**src/eafc_pkg.sv**
```systemverilog
// Constants, field layout and carrier types for the automatic flow control block.
// Assumes a single 50 MHz core clock and a register port with its own address and strobes.
// How it works
// - No pause frame and no jam is started while the transmitter is disabled.
// - The high threshold sits in bits 23:16 in 64-byte units and reaching it arms flow control.
// - In full duplex reaching the high threshold requests exactly one timed pause frame.
// - In half duplex each matching incoming frame past the high threshold is jammed.
// - The low threshold sits in bits 15:8 and falling below it requests a zero-time pause.
// - A zero-time pause follows only a sent timed pause, and only while flow control is on.
// - The jam duration code in bits 7:4 sets the jam length and is unused in full duplex.
// - Jam on multicast, bit 3, jams multicast frames past the threshold in half duplex.
// - Jam on broadcast, bit 2, jams broadcast frames past the threshold in half duplex.
// - Jam on own address, bit 1, jams frames for this station past the threshold.
// - Flow on any frame, bit 0, enables full-duplex pause and overrides bits 3:1.
// - With bit 0 in half duplex the jam starts at the preamble of the next frame.
// - With bit 0 in full duplex the pause request is raised at once when the level is reached.
// - Jam code 0 lasts 5 us at 100 Mb/s and 7.2 us at 10 Mb/s, code F lasts 600 us at 100 Mb/s and 602.2 us at 10 Mb/s.
package eafc_pkg;
  localparam logic [7:0]  EAFC_CFG_OFFSET   = 8'hac;
  localparam int          EAFC_HI_LSB       = 16;
  localparam int          EAFC_LO_LSB       = 8;
  localparam int          EAFC_DUR_LSB      = 4;
  localparam int          EAFC_UNIT_SHIFT   = 6;
  localparam logic [23:0] EAFC_CFG_RESET    = 24'h000000;
  localparam int          EAFC_CLK_MHZ      = 50;
  localparam int          EAFC_EXTRA_10M_NS = 2200;
  localparam int          EAFC_FIFO_W       = 14;

  typedef struct packed {
    logic [7:0] high_thr;
    logic [7:0] low_thr;
    logic [3:0] dur_code;
    logic       jam_mcast;
    logic       jam_bcast;
    logic       jam_own;
    logic       any_frame;
  } eafc_cfg_s;

  typedef struct packed {
    logic start;
    logic preamble;
    logic mcast;
    logic bcast;
    logic own;
  } eafc_rxev_s;

  // Jam time in microseconds at 100 Mb/s for each duration code.
  function automatic int eafc_dur_us(input logic [3:0] code);
    case (code)
      4'h0: eafc_dur_us = 5;
      4'h1: eafc_dur_us = 10;
      4'h2: eafc_dur_us = 15;
      4'h3: eafc_dur_us = 25;
      default: eafc_dur_us = (int'(code) - 3) * 50;
    endcase
  endfunction

  // Jam length in core cycles, adding the fixed 2.2 us at 10 Mb/s.
  function automatic logic [15:0] eafc_dur_cycles(input logic [3:0] code, input logic slow);
    int c;
    c = eafc_dur_us(code) * EAFC_CLK_MHZ + (slow ? EAFC_EXTRA_10M_NS * EAFC_CLK_MHZ / 1000 : 0);
    eafc_dur_cycles = c[15:0];
  endfunction

  // Threshold field to bytes.
  function automatic logic [EAFC_FIFO_W:0] eafc_bytes(input logic [7:0] f);
    eafc_bytes = (EAFC_FIFO_W + 1)'({1'b0, f}) << EAFC_UNIT_SHIFT;
  endfunction
endpackage

```
**src/eafc_top.sv**
```systemverilog
// Automatic flow control: register, threshold watch, pause requests and jam control.
// Assumes receive events, FIFO level and mode bits come from same-clock MAC logic.
`timescale 1ns/1ps
module eafc_top
  import eafc_pkg::*;
(
  input  wire logic                 core_clk,
  input  wire logic                 rst_n,
  input  wire logic                 clk_en,
  input  wire logic [7:0]           reg_addr,
  input  wire logic                 reg_wr,
  input  wire logic                 reg_rd,
  input  wire logic [31:0]          reg_wdata,
  output logic      [31:0]          reg_rdata,
  input  wire logic [EAFC_FIFO_W:0] rx_fifo_bytes,
  input  wire logic                 full_duplex,
  input  wire logic                 speed_10m,
  input  wire logic                 tx_enabled,
  input  wire eafc_rxev_s           rx_ev,
  input  wire logic [15:0]          pause_time_value,
  output logic                      pause_req,
  output logic      [15:0]          pause_time,
  input  wire logic                 pause_ack,
  output logic                      jam_active
);
  //////////////////////////////////////////////////////////////////////////////
  // Configuration register.
  eafc_cfg_s cfg;
  wire logic cfg_sel = (reg_addr == EAFC_CFG_OFFSET);
  wire eafc_cfg_s next_cfg = eafc_cfg_s'(reg_wdata[23:0]);

  always_ff @(posedge core_clk or negedge rst_n) begin
    if (!rst_n) begin
      cfg <= eafc_cfg_s'(EAFC_CFG_RESET);
    end else if (clk_en && reg_wr && cfg_sel) begin
      cfg <= next_cfg;
    end
  end

  always_ff @(posedge core_clk or negedge rst_n) begin
    if (!rst_n) begin
      reg_rdata <= 32'h00000000;
    end else if (clk_en && reg_rd) begin
      reg_rdata <= cfg_sel ? {8'h00, cfg} : 32'h00000000;
    end
  end

  //////////////////////////////////////////////////////////////////////////////
  // Threshold watch.
  wire logic hi_reached = (rx_fifo_bytes >= eafc_bytes(cfg.high_thr));
  wire logic lo_below   = (rx_fifo_bytes <  eafc_bytes(cfg.low_thr));
  wire logic fd_enable  = full_duplex && cfg.any_frame;
  wire logic hd_sel     = cfg.any_frame | cfg.jam_mcast | cfg.jam_bcast | cfg.jam_own;

  //////////////////////////////////////////////////////////////////////////////
  // Full-duplex pause requests.
  typedef enum logic [1:0] {
    EAFC_IDLE  = 2'b00,
    EAFC_SENDP = 2'b01,
    EAFC_WAITL = 2'b11,
    EAFC_SENDZ = 2'b10
  } eafc_state_e;

  eafc_state_e state;
  eafc_state_e next_state;

  always_comb begin
    next_state = state;
    unique case (state)
      EAFC_IDLE:  if (fd_enable && tx_enabled && hi_reached) next_state = EAFC_SENDP;
      EAFC_SENDP: if (!tx_enabled) next_state = EAFC_IDLE;
                  else if (pause_ack) next_state = EAFC_WAITL;
      EAFC_WAITL: if (!fd_enable) next_state = EAFC_IDLE;
                  else if (lo_below && tx_enabled) next_state = EAFC_SENDZ;
      EAFC_SENDZ: if (!tx_enabled || !fd_enable) next_state = EAFC_IDLE;
                  else if (pause_ack) next_state = EAFC_IDLE;
    endcase
  end

  always_ff @(posedge core_clk or negedge rst_n) begin
    if (!rst_n) begin
      state <= EAFC_IDLE;
    end else if (clk_en) begin
      state <= next_state;
    end
  end

  always_ff @(posedge core_clk or negedge rst_n) begin
    if (!rst_n) begin
      pause_time <= 16'h0000;
    end else if (clk_en) begin
      pause_time <= (next_state == EAFC_SENDZ) ? 16'h0000 : pause_time_value;
    end
  end

  assign pause_req = (state == EAFC_SENDP || state == EAFC_SENDZ) && tx_enabled;

  //////////////////////////////////////////////////////////////////////////////
  // Half-duplex jamming.
  wire logic frame_match = cfg.any_frame ? rx_ev.preamble :
                           rx_ev.start && ((cfg.jam_mcast && rx_ev.mcast) ||
                                           (cfg.jam_bcast && rx_ev.bcast) ||
                                           (cfg.jam_own   && rx_ev.own));
  wire logic jam_start = !full_duplex && tx_enabled && hi_reached && hd_sel
                         && frame_match;
  wire logic jam_busy;

  eafc_jam_timer u_jam (
    .core_clk (core_clk),
    .rst_n    (rst_n),
    .clk_en   (clk_en),
    .start    (jam_start),
    .cycles   (eafc_dur_cycles(cfg.dur_code, speed_10m)),
    .busy     (jam_busy)
  );

  assign jam_active = jam_busy && tx_enabled && !full_duplex;

  //////////////////////////////////////////////////////////////////////////////
  // Checks.
  chk_no_pause_txoff: assert property (@(posedge core_clk) disable iff (!rst_n)
    !tx_enabled |-> !pause_req && !jam_active) else $error("flow action with tx off");
  chk_txoff_idle: assert property (@(posedge core_clk) disable iff (!rst_n)
    clk_en && !tx_enabled && state != EAFC_WAITL |=> state == EAFC_IDLE)
    else $error("pause state kept with tx off");
  chk_one_pause_hi: assert property (@(posedge core_clk) disable iff (!rst_n)
    clk_en && state == EAFC_SENDP && pause_ack && tx_enabled |=> state == EAFC_WAITL)
    else $error("timed pause not single");
  chk_zero_time: assert property (@(posedge core_clk) disable iff (!rst_n)
    state == EAFC_SENDZ |-> pause_time == 16'h0000) else $error("zero pause time wrong");
  chk_zero_after_hi: assert property (@(posedge core_clk) disable iff (!rst_n)
    clk_en && $changed(state) && state == EAFC_SENDZ |-> $past(state) == EAFC_WAITL)
    else $error("zero pause without prior pause");
  chk_fd_needs_any: assert property (@(posedge core_clk) disable iff (!rst_n)
    clk_en && state == EAFC_IDLE && !fd_enable |=> state == EAFC_IDLE)
    else $error("pause started without full-duplex enable");
  chk_fd_request: assert property (@(posedge core_clk) disable iff (!rst_n)
    clk_en && state == EAFC_IDLE && fd_enable && tx_enabled && hi_reached
    |=> state == EAFC_SENDP) else $error("pause not requested");
  chk_hd_jam_start: assert property (@(posedge core_clk) disable iff (!rst_n)
    clk_en && jam_start |=> jam_busy) else $error("jam did not start");
  chk_fd_no_jam: assert property (@(posedge core_clk) disable iff (!rst_n)
    full_duplex |-> !jam_active) else $error("jam in full duplex");
  chk_rsvd_zero: assert property (@(posedge core_clk) disable iff (!rst_n)
    reg_rdata[31:24] == 8'h00) else $error("reserved bits set");
  chk_cfg_write: assert property (@(posedge core_clk) disable iff (!rst_n)
    clk_en && reg_wr && cfg_sel |=> {8'h00, cfg} == ($past(reg_wdata) & 32'h00ffffff))
    else $error("config write lost");
  chk_threshold_cmp: assert property (@(posedge core_clk) disable iff (!rst_n)
    hi_reached == (rx_fifo_bytes[EAFC_FIFO_W:EAFC_UNIT_SHIFT] >= cfg.high_thr) &&
    lo_below == (rx_fifo_bytes[EAFC_FIFO_W:EAFC_UNIT_SHIFT] < cfg.low_thr))
    else $error("threshold compare wrong");

  cov_timed_pause: cover property (@(posedge core_clk) state == EAFC_SENDP && pause_ack);
  cov_zero_pause:  cover property (@(posedge core_clk) state == EAFC_SENDZ && pause_ack);
  cov_jam:         cover property (@(posedge core_clk) jam_start);
  cov_any_jam:     cover property (@(posedge core_clk) jam_start && cfg.any_frame);
endmodule // eafc_top

```
**src/eafc_jam_timer.sv**
```systemverilog
// Back-pressure jam timer.
// Assumes the caller gives a start pulse and a cycle count; runs on core_clk.
`timescale 1ns/1ps
module eafc_jam_timer
  import eafc_pkg::*;
(
  input  wire logic        core_clk,
  input  wire logic        rst_n,
  input  wire logic        clk_en,
  input  wire logic        start,
  input  wire logic [15:0] cycles,
  output logic             busy
);
  logic [15:0] remain;
  wire  logic [15:0] next_remain = start ? cycles :
                                   (remain != 16'h0000 ? remain - 16'h0001 : 16'h0000);

  always_ff @(posedge core_clk or negedge rst_n) begin
    if (!rst_n) begin
      remain <= 16'h0000;
    end else if (clk_en) begin
      remain <= next_remain;
    end
  end

  assign busy = (remain != 16'h0000);

  chk_jam_counts_down: assert property (@(posedge core_clk) disable iff (!rst_n)
    clk_en && !start && remain > 16'h0001 |=> remain == $past(remain) - 16'h0001)
    else $error("jam timer did not count down");
endmodule // eafc_jam_timer

```
**config.mk**
```make
export PLATFORM = sky130hd
export DESIGN_NAME = eafc_top
export DESIGN_NICKNAME = d
export VERILOG_FILES = /design/src/eafc_pkg.sv /design/src/eafc_top.sv /design/src/eafc_jam_timer.sv
export SDC_FILE = /design/constraint.sdc
export NUM_CORES = 1
export LEC_CHECK = 0
export BUFFER_PORTS_ARGS = -buffer_cell sky130_fd_sc_hd__buf_2
export CAP_MARGIN = 20
export CORE_MARGIN = 10
export CORE_UTILIZATION = 38
export DETAILED_ROUTE_END_ITERATION = 8
export PLACE_DENSITY = 0.62
export SLEW_MARGIN = 10
export SYNTH_ARGS = -nofsm -noshare
export SYNTH_HDL_FRONTEND = slang
export SYNTH_SLANG_ARGS = --single-unit
```
**constraint.sdc**
```tcl
create_clock -name core_clk -period 7.2 [get_ports core_clk]
set_clock_uncertainty 0.1 [all_clocks]
set_input_delay 0.36 -clock core_clk [delete_from_list [all_inputs] [get_ports core_clk]]
set_output_delay 0.36 -clock core_clk [all_outputs]
set_load 0.02 [all_outputs]
```
=== Word-level counts from Yosys, hierarchy flattened ===
Cells that the tools add are included.

* Bits of input ports: 85
* Output and inout bits: 50
* Word-level logic and storage cells: 72
* Bits in registers: 90

* Eq/ne operators: 8
* Multiplexer cells: 15
* Add/sub/neg operators: 3
* Reductions and logical operators: 28
* $mul: 2
* Bitwise logic cells: 3
* Magnitude comparators: 2

{| class="wikitable"
|+ Operators with widths
! operator !! number
|-
| $pmux 32 s4 || 1
|-
| $mux 16 || 3
|-
| $mul 32x6->15 const B || 1
|-
| $mux 24 || 1
|-
| $logic_and 1x1->1 || 18
|-
| $add 16x8->16 || 1
|-
| $reduce_bool 16->1 || 1
|-
| $sub 16x1->16 const B || 1
|-
| $ge 15x14->1 || 1
|-
| $lt 15x14->1 || 1
|-
| $mux 2 || 7
|-
| $mul 5x6->11 const B || 1
|-
| $eq 4x2->1 const B || 2
|-
| $eq 8x8->1 const B || 1
|-
| $pmux 2 s4 || 1
|-
| $mux 7 || 1
|-
| $eq 2x2->1 const B || 3
|-
| $sub 4x2->5 const B || 1
|-
| $eq 4x1->1 const B || 1
|-
| $logic_not 4->1 || 1
|-
| $logic_or 1x1->1 || 4
|-
| $logic_not 1->1 || 3
|-
| $or 1x1->1 || 3
|-
| $eq 2x1->1 const B || 1
|-
| other kinds (2) || 2
|}

=== Depth between registers and ports, before layout ===
Gate-level depths: netlist of the first run.

* Word-level depth: 7
* Depth in mapped cells: 27
* Gate-level depth less buffers: 25

=== Hierarchy ===
A second synthesis of the first run with hierarchy kept.

* Cells, all modules: 656
* Area total of the unflattened synthesis: 6082.1 µm²

{| class="wikitable"
|+ Modules (own cells, without submodules)
! module !! area an instance (µm²) !! times used !! cells each !! sequential area each (µm²)
|-
| eafc_top || 5008.6 || 1 || 530 || 1651.6
|-
| eafc_jam_timer || 1073.5 || 1 || 126 || 400.4
|}

=== Worst setup path before layout of the first run ===
No wires, ideal clock.

* Path type: register -> register
* Start point: reg cfg[6] (netlist bit)
* End point: reg u_jam.remain[15]
* Arrival time: 6.189 ns
* Buffers on the path: 2
* Stages on the path, launching flop included: 24
* Required time: 7.036 ns
* Period minus slack after synthesis: 6.353 ns
* Library setup time: 0.064 ns
* Path slack: 0.847 ns
* Cells stage by stage: dfrtp_1 > clkbuf_1 > or2_2 > clkbuf_1 > nor2_1 > inv_1 > fa_1 > inv_1 > ha_1 > ha_1 > inv_1 > fa_1 > nor2_1 > ha_1 > fa_1 > ha_1 > ha_1 > o2111a_1 > or4_4 > a31oi_4 > xor2_2 > or4_1 > o2111ai_1 > a21o_1

* Cells in the longest elaborated chain, start to end: 6
* Elaborated cells between the ends (all ways): 10
* Those cells by class: add/sub (2); mul (2); eq/ne (3); mux (2); reduce/logical (1)

{| class="wikitable"
|+ RTL lines
! item !! line !! source
|-
| from (decl) || eafc_top.sv:28 || <nowiki>eafc_cfg_s cfg;</nowiki>
|-
| from (signal assigned) || eafc_top.sv:34 || <nowiki>cfg <= eafc_cfg_s'(EAFC_CFG_RESET);</nowiki>
|-
| from (signal assigned) || eafc_top.sv:36 || <nowiki>cfg <= next_cfg;</nowiki>
|-
| $sub 4x2->5 || eafc_pkg.sv:54 || <nowiki>default: eafc_dur_us = (int'(code) - 3) * 50;</nowiki>
|-
| $mul 5x6->11 || eafc_pkg.sv:54 ||
|-
| $pmux 32 s4 (*) || eafc_pkg.sv:49 || <nowiki>case (code)</nowiki>
|-
| $mul 32x6->15 (*) || eafc_pkg.sv:61 || <nowiki>c = eafc_dur_us(code) * EAFC_CLK_MHZ + (slow ? EAFC_EXTRA_10M_NS * EAFC_CLK_MHZ / 1000 : 0);</nowiki>
|-
| $add 16x8->16 (*) || eafc_pkg.sv:61 ||
|-
| $mux 16 (*) || eafc_jam_timer.sv:15 || <nowiki>wire logic [15:0] next_remain = start ? cycles :</nowiki>
|-
| to (signal assigned) || eafc_jam_timer.sv:22 || <nowiki>remain <= next_remain;</nowiki>
|-
| to (decl) || eafc_jam_timer.sv:14 || <nowiki>logic [15:0] remain;</nowiki>
|}

Mark *: on every way between the ends. The rest lies on a longest branch, timed or not.
A chain may end at the register's enable or synchronous reset.

=== Final worst setup path of the first run ===
Ends and elaborated chain as after synthesis.

==> summary.md, run 1 <==
| Metric | Value |
|---|---|
| First-pass GRT wire length | 25200 um |
| Final period utilization | 91.7% |
| RSZ-0062 raised after global routing | false |
| Initial DRC count | 184 |
| Vias per cell | 4.91 |
| Post-synthesis instance area | 6130 sq um |
| CTS tree | yes |
| Syn_area_per_cell | 9.15 sq um |
| Synth async-reset ratio | 100% |
| Most frequent CP cell | ha_1 |
| Largest net degree at the start of global routing | 83 |
| Total congestion overflow | 0 |
| Fin area | 7200 sq um |
| Dpl ws | 0.586 ns |
| Type of the worst setup path | flip-flop to flip-flop |
| Detailed Routing Iterations Pass 1 | 4 |
| Clock Latency Late Sink | 0.34 ns |
| DPL Wire Length | 11400 um |
| CP Capture Type | flip-flop |
| I/O Pins | 135 |
| Antenna violations before repair | 0 |
| Slowest cell on crit path | or4_1 |
| Yosys top cell area share | 33.5% |
| Clk pin slew, worst setup/hold paths | 0.06 ns |
| Wirelength per Cell | 14.5 um |
| Die Span Y | 147 um |
| Inserted Clock Buffers | 9 |
| Setup ws final | 0.597 ns |
| Syn Inst Count | 670 |
| Uppermost layer routed | met4 |
| Post-Route WL | 14500 um |
| Seq/Total Area, Yosys | 33.5% |
| Max rail drop VDD | 0.116 mV |
| Area occupied by multi-input gates | 3700 sq um |
| Placed inst area | 6860 sq um |
| #FFs+latches synth | 82 |
| Final Max Tran Viols | 0 |
| Initial Util | 38.7% |
| Post-Route Setup TNS | 0 ns |
| Number of remaining DRC errors | 0 |
| Max stage delay on crit path | 0.53 ns |
| Register Area | 2050 sq um |
| CTS max path bufs | 2 |
| Worst Hold Launch | reg_wdata[17] |
| Crit path launch | cfg[6]$_DFFE_PN0P_ |
| Lkg Pwr | 3.70 nW |
| RePlAce Congestion | 0.808 |
| Crit-path cells | or2_2, nor2_1, inv_1, fa_1, inv_1, ha_1, ha_1, inv_1, fa_1, nor2_1, ha_1, fa_1, ha_1, ha_1, o2111a_1, or4_4, a31oi_4, xor2_2, or4_1, o2111ai_1, a21o_1 |
| Antenna-violating nets left | 0 |
| Top cells by area, synth | dfrtp_1 33%, ha_1 15%, nand2_1 5.9% |
| Synth Flop Type | dfrtp_1 |
| Top-count cell post-synth | nand2_1 |
| Nets@finish | 951 |
| Max Fclk | 151 MHz |
| Htree depth | 3 |
| Clock Tree Root | clkbuf_16 |
| Post-synth EDFFs | 0 |
| Crit path time final | 6.60 ns |
| Fillers | 1563 |
| Distinct cells, synth | 71 |
| Crit-path max FO | 11 |
| Total track usage | 13.8% |
| Max-Slew Margin vs Limit | 35.4% |
| Share of layout cells above drive strength 1 | 20.9% |
| Synth warn | 0 |
| Port buffer count | 118 |
| HP Class | input pin to flip-flop |
| Total Die Area | 21600 sq um |
| Clock sinks | 82 |
| Outcome | finished clean |
| Cell Rows | 46 |
| WP data required | 7.38 ns |
| Hold WS | 0.125 ns |
| Setup violations, final | 0 |
| Core Region | 15800 sq um |
| Critical Path AT | 6.78 ns |
| PD cells | 217 nW/um^2 |
| # diodes | 0 |
| Post-synth top area cell | dfrtp_1 |
| Non-Filler Instances | 999 |
| Critical R2R Launch | cfg[6]$_DFFE_PN0P_ |
| Routed wl met2 | 6830 um |
| Vias post-DR | 4909 |
| CP startpoint kind | flip-flop |
| WL met1 | 6760 um |
| Placed cells | 981 |
| P&R area growth vs syn | 17.5% |
| Post-synth top cells | 97 x nand2_1, 82 x dfrtp_1, 75 x ha_1, 58 x inv_1, 55 x o21ai_0 |
| Hold Violations, Final | 0 |
| Met3 WL | 674 um |
| Power Total | 1.57 mW |
| Maxcap violations | 0 |
| Postcts setup bufs | 0 |
| Measured slew at the worst slew-check pin | 0.969 ns |
| Fin util | 45.5% |
| Vias in the first global route | 4960 |
| Die Wd | 147 um |
==> worst paths after layout <==
kind,end,cells after the start,slack [ns]
setup / recovery,u_jam.remain[15]$_DFFE_PN0P_,21,0.60
hold / removal,cfg[17]$_DFFE_PN0P_,3,0.13
setup reg to reg,u_jam.remain[15]$_DFFE_PN0P_,21,0.60
hold reg to reg,reg_rdata[0]$_DFFE_PN0P_,2,0.37
max in group asynchronous,u_jam.remain[14]$_DFFE_PN0P_,3,5.94
min in group asynchronous,reg_rdata[21]$_DFFE_PN0P_,2,0.44
==> sequential cells by signal (all words and copies together), names as in the netlist <==
| signal | cells |
|---|---|
| u_jam.remain | 16 |
| pause_time | 16 |
| reg_rdata | 24 |
| state | 2 |
| cfg | 24 |
==> final cells by class <==
type | instances | share of cell area, %
multi-input cells | 503 | 51.3
flip-flops and latches | 82 | 28.5
repair buffers | 124 | 9.07
well taps | 216 | 3.75
clock buffers | 11 | 3.51
inverters | 58 | 3.02
clock inverters | 5 | 0.834
==> worst max-delay path: cells and delay by family, from the launching register on <==
| kind | cells | cell delay [ns] |
|---|---|---|
| AOI/OAI and AO/OA | 4 | 0.60 |
| xor gates and xnor gates | 1 | 0.12 |
| adders and majority gates | 8 | 3.04 |
| buffers and inverters | 3 | 0.23 |
| DFF | 1 | 0.46 |
| and+or+nand+nor | 5 | 2.02 |
==> per-layer routing <==
layer	track usage (%)	vias to the layer above
met5	0	-
met4	4.46	0
met3	3.26	14
met2	22.9	94
met1	17.4	2287
li1	-	2514
==> report_power, final <==
group | internal, mW | leakage [nW] | switching, mW
logic | 0.229 | 2.54 | 0.294
clock network | 0.289 | 0.153 | 0.191
registers | 0.517 | 1.00 | 0.0454
total | 1.03 | 3.70 | 0.531
==> timing repair <==
action / in CTS / in global routing
gates resized for setup: 0 / 0
hold buffers: 0 / 1
endpoints found under the setup margin: 0 / 0
endpoints found under the hold margin: 0 / 41
==> cell usage in the layout (no fill, tap or decap), types with 3 or more instances in the layout <==
cell | Yosys | routed
buf_2 | 6 | 117
conb_1 | 1 | 8
nand2b_1 | 4 | 4
buf_4 | 8 | 5
clkbuf_16 | 0 | 9
nand2_1 | 97 | 97
nand4b_1 | 4 | 4
nor3_1 | 17 | 17
o211ai_1 | 5 | 5
nand3_1 | 7 | 7
mux2_2 | 9 | 9
xor2_1 | 11 | 11
o21a_1 | 4 | 4
a211oi_1 | 3 | 3
fa_1 | 13 | 13
a21oi_1 | 24 | 24
o21ai_0 | 55 | 55
inv_1 | 58 | 58
a21o_1 | 9 | 9
nor2_1 | 40 | 40
and2_1 | 7 | 7
o21ai_1 | 12 | 12
dfrtp_1 | 82 | 82
xnor2_1 | 16 | 16
mux2i_1 | 18 | 18
or2_2 | 3 | 3
a22o_1 | 5 | 5
and3_1 | 3 | 3
ha_1 | 75 | 75
nor4_1 | 6 | 6
==> cell families (layout without fill, tap and decap cells) <==
family	count (synthesis)	after routing	synth area share [%]
XOR/XNOR	28	28	4.12
AO/OA/AOI/OAI	140	140	14.5
multiplexers	27	27	4.59
other	1	8	0.0612
buffers and inverters	92	198	6.82
flip-flops	82	82	33.5
adder cells (fa/ha/maj)	88	88	19.6
AND/OR/NAND/NOR	212	212	16.9
Note: power is estimated with default switching activity, not from simulation.
==> inputs of run 2 (changes only) <==
- CELL_PAD_IN_SITES_DETAIL_PLACEMENT: default -> 1
- CELL_PAD_IN_SITES_GLOBAL_PLACEMENT: default -> 1
- PLACE_DENSITY: 0.62 -> 0.78
- SKIP_CTS_REPAIR_TIMING: default -> 1
- SLEW_MARGIN: 10 -> default
==> run 2 against run 1 <==
  * Routed wire length increased by 15%
  * Combinational power is 3% higher
  * Non-clock buffer count rose by 2
  * Final area shrank 0.10%
  * Flip-flop and latch count unchanged
  * Worst setup slack worse by 0.029 ns
  * First-iteration DRC count rose by 13%
==> summary.md, run 2 (synthesis results as in run 1) <==
| Metric | Value |
|---|---|
| Port buffer count | 118 |
| Initial Util | 38.7% |
| Initial DRC count | 207 |
| Total track usage | 15.8% |
| Largest net degree at the start of global routing | 49 |
| Post-Route Setup TNS | 0 ns |
| Max-Slew Margin vs Limit | 56.5% |
| Wirelength per Cell | 16.6 um |
| Crit-path max FO | 11 |
| Htree depth | 3 |
| WP data required | 7.39 ns |
| Most common cell after layout, fill and taps aside | buf_2 |
| Max rail drop VDD | 0.121 mV |
| Vias per cell | 5.06 |
| CTS tree | yes |
| RePlAce Congestion | 0.803 |
| Clock Latency Late Sink | 0.35 ns |
| # diodes | 0 |
| Cell Rows | 46 |
| R2R Setup Slk | 0.57 ns |
| Measured slew at the worst slew-check pin | 0.651 ns |
| Antenna-violating nets left | 0 |
| Clock Tree Root | clkbuf_16 |
| I/O Pins | 135 |
| Lkg Pwr | 3.70 nW |
| Total congestion overflow | 0 |
| PD cells | 219 nW/um^2 |
| Die Span Y | 147 um |
| Inserted Clock Buffers | 9 |
| Core Region | 15800 sq um |
| Crit path time final | 6.63 ns |
| Type of the worst setup path | flip-flop to flip-flop |
| Max Fclk | 151 MHz |
| P&R area growth vs syn | 17.3% |
| Nets@finish | 953 |
| Final period utilization | 92.1% |
| HP Class | input pin to flip-flop |
| Final Max Tran Viols | 0 |
| Largest regs | cfg x24, reg_rdata x24 |
| Placed cells | 984 |
| CP startpoint kind | flip-flop |
| Non-Filler Instances | 1001 |
| Post-Route WL | 16600 um |
| Maxcap violations | 0 |
| CTS max path bufs | 2 |
| Antenna violations before repair | 0 |
| Outcome | finished clean |
| Vias in the first global route | 5478 |
| Share of layout cells above drive strength 1 | 21.1% |
| Critical Path AT | 6.82 ns |
| CP Capture Type | flip-flop |
| DPL Wire Length | 13100 um |
| Clock sinks | 82 |
| Setup violations, final | 0 |
| Clk pin slew, worst setup/hold paths | 0.07 ns |
| Total Die Area | 21600 sq um |
| RSZ-0062 raised after global routing | false |
| Hold Violations, Final | 0 |
| Vias post-DR | 5070 |
| Detailed Routing Iterations Pass 1 | 4 |
| First-pass GRT wire length | 28200 um |
| Die Wd | 147 um |
| Number of remaining DRC errors | 0 |
| Fillers | 1926 |
| Most frequent cells in the layout | 117 x buf_2, 97 x nand2_1, 82 x dfrtp_1, 75 x ha_1, 58 x inv_1 |
[run 2: cell count changes in the layout (fill, tap and decap cells not counted)]
cell,previous run,this run
buf_4,5,8
clkbuf_8,2,0
clkinv_4,0,3
buf_12,1,0
inv_6,2,1
[run 2: worst paths after layout]
check,end,start,cells past startpoint
worst min register to register,reg_rdata[6]$_DFFE_PN0P_,reg_rdata[6]$_DFFE_PN0P_,2
worst max-delay path,u_jam.remain[15]$_DFFE_PN0P_,cfg[6]$_DFFE_PN0P_,23
min in group asynchronous,cfg[22]$_DFFE_PN0P_,rst_n,2
worst min-delay path,cfg[20]$_DFFE_PN0P_,reg_wdata[20],3
max in group asynchronous,cfg[5]$_DFFE_PN0P_,rst_n,3
worst max register to register,u_jam.remain[15]$_DFFE_PN0P_,cfg[6]$_DFFE_PN0P_,23
[run 2: report_power, final]
part / switching (mW) / internal [mW]
clock network: 0.202 / 0.271
registers: 0.0490 / 0.517
logic: 0.308 / 0.231
[run 2: metrics by stage]
stage | instance area (sq um) | hold WS, ns | util (%) | worst slack, ns | total power [mW]
2_1_floorplan | 6160 | -0.0356 | - | 0.847 | 0.966
3_3_place_gp | 6880 | 0.284 | 43.5 | 0.673 | 1.10
3_5_place_dp | 6880 | 0.280 | 43.5 | 0.536 | 1.12
4_1_cts | 7180 | -0.0953 | 45.4 | 0.509 | 1.60
5_1_grt | 7190 | 0.125 | 45.5 | 0.0982 | 1.70
6_report | 7190 | 0.113 | 45.5 | 0.569 | 1.58
[run 2: critical path: stages, from the launching register on]
cell and delay (ns):
dfrtp_1 0.46, or2_2 0.42, nor2_1 0.29, inv_1 0.11, fa_1 0.51, inv_1 0.04
ha_1 0.28, ha_1 0.30, inv_1 0.06, fa_1 0.45, xnor2_1 0.18, and2_1 0.22
inv_1 0.08, fa_1 0.54, inv_1 0.04, ha_1 0.28, ha_1 0.37, nand3_1 0.13
o211ai_1 0.13, o41ai_1 0.53, xor2_1 0.28, or4_1 0.55, o2111ai_1 0.11, a21o_1 0.11
[run 2: metal layers]
| layer | track usage (%) | routed length, um | vias to the layer above |
|---|---|---|---|
| li1 | - | - | 2512 |
| met1 | 19.5 | 7650 | 2457 |
| met2 | 27.4 | 8170 | 83 |
| met3 | 3.16 | 595 | 18 |
| met4 | 3.91 | 218 | 0 |
| met5 | 0 | 0 | - |
[run 2: area by class of cell]
| cell class | instances | area [sq um] | share of cell area [%] |
|---|---|---|---|
| clock buffer | 9 | 225 | 3.13 |
| clock inverter | 7 | 77.6 | 1.08 |
| inverter | 58 | 218 | 3.03 |
| multi-input combinational | 503 | 3700 | 51.4 |
| sequential | 82 | 2050 | 28.5 |
| tap | 216 | 270 | 3.76 |
| timing repair buffer | 126 | 656 | 9.11 |
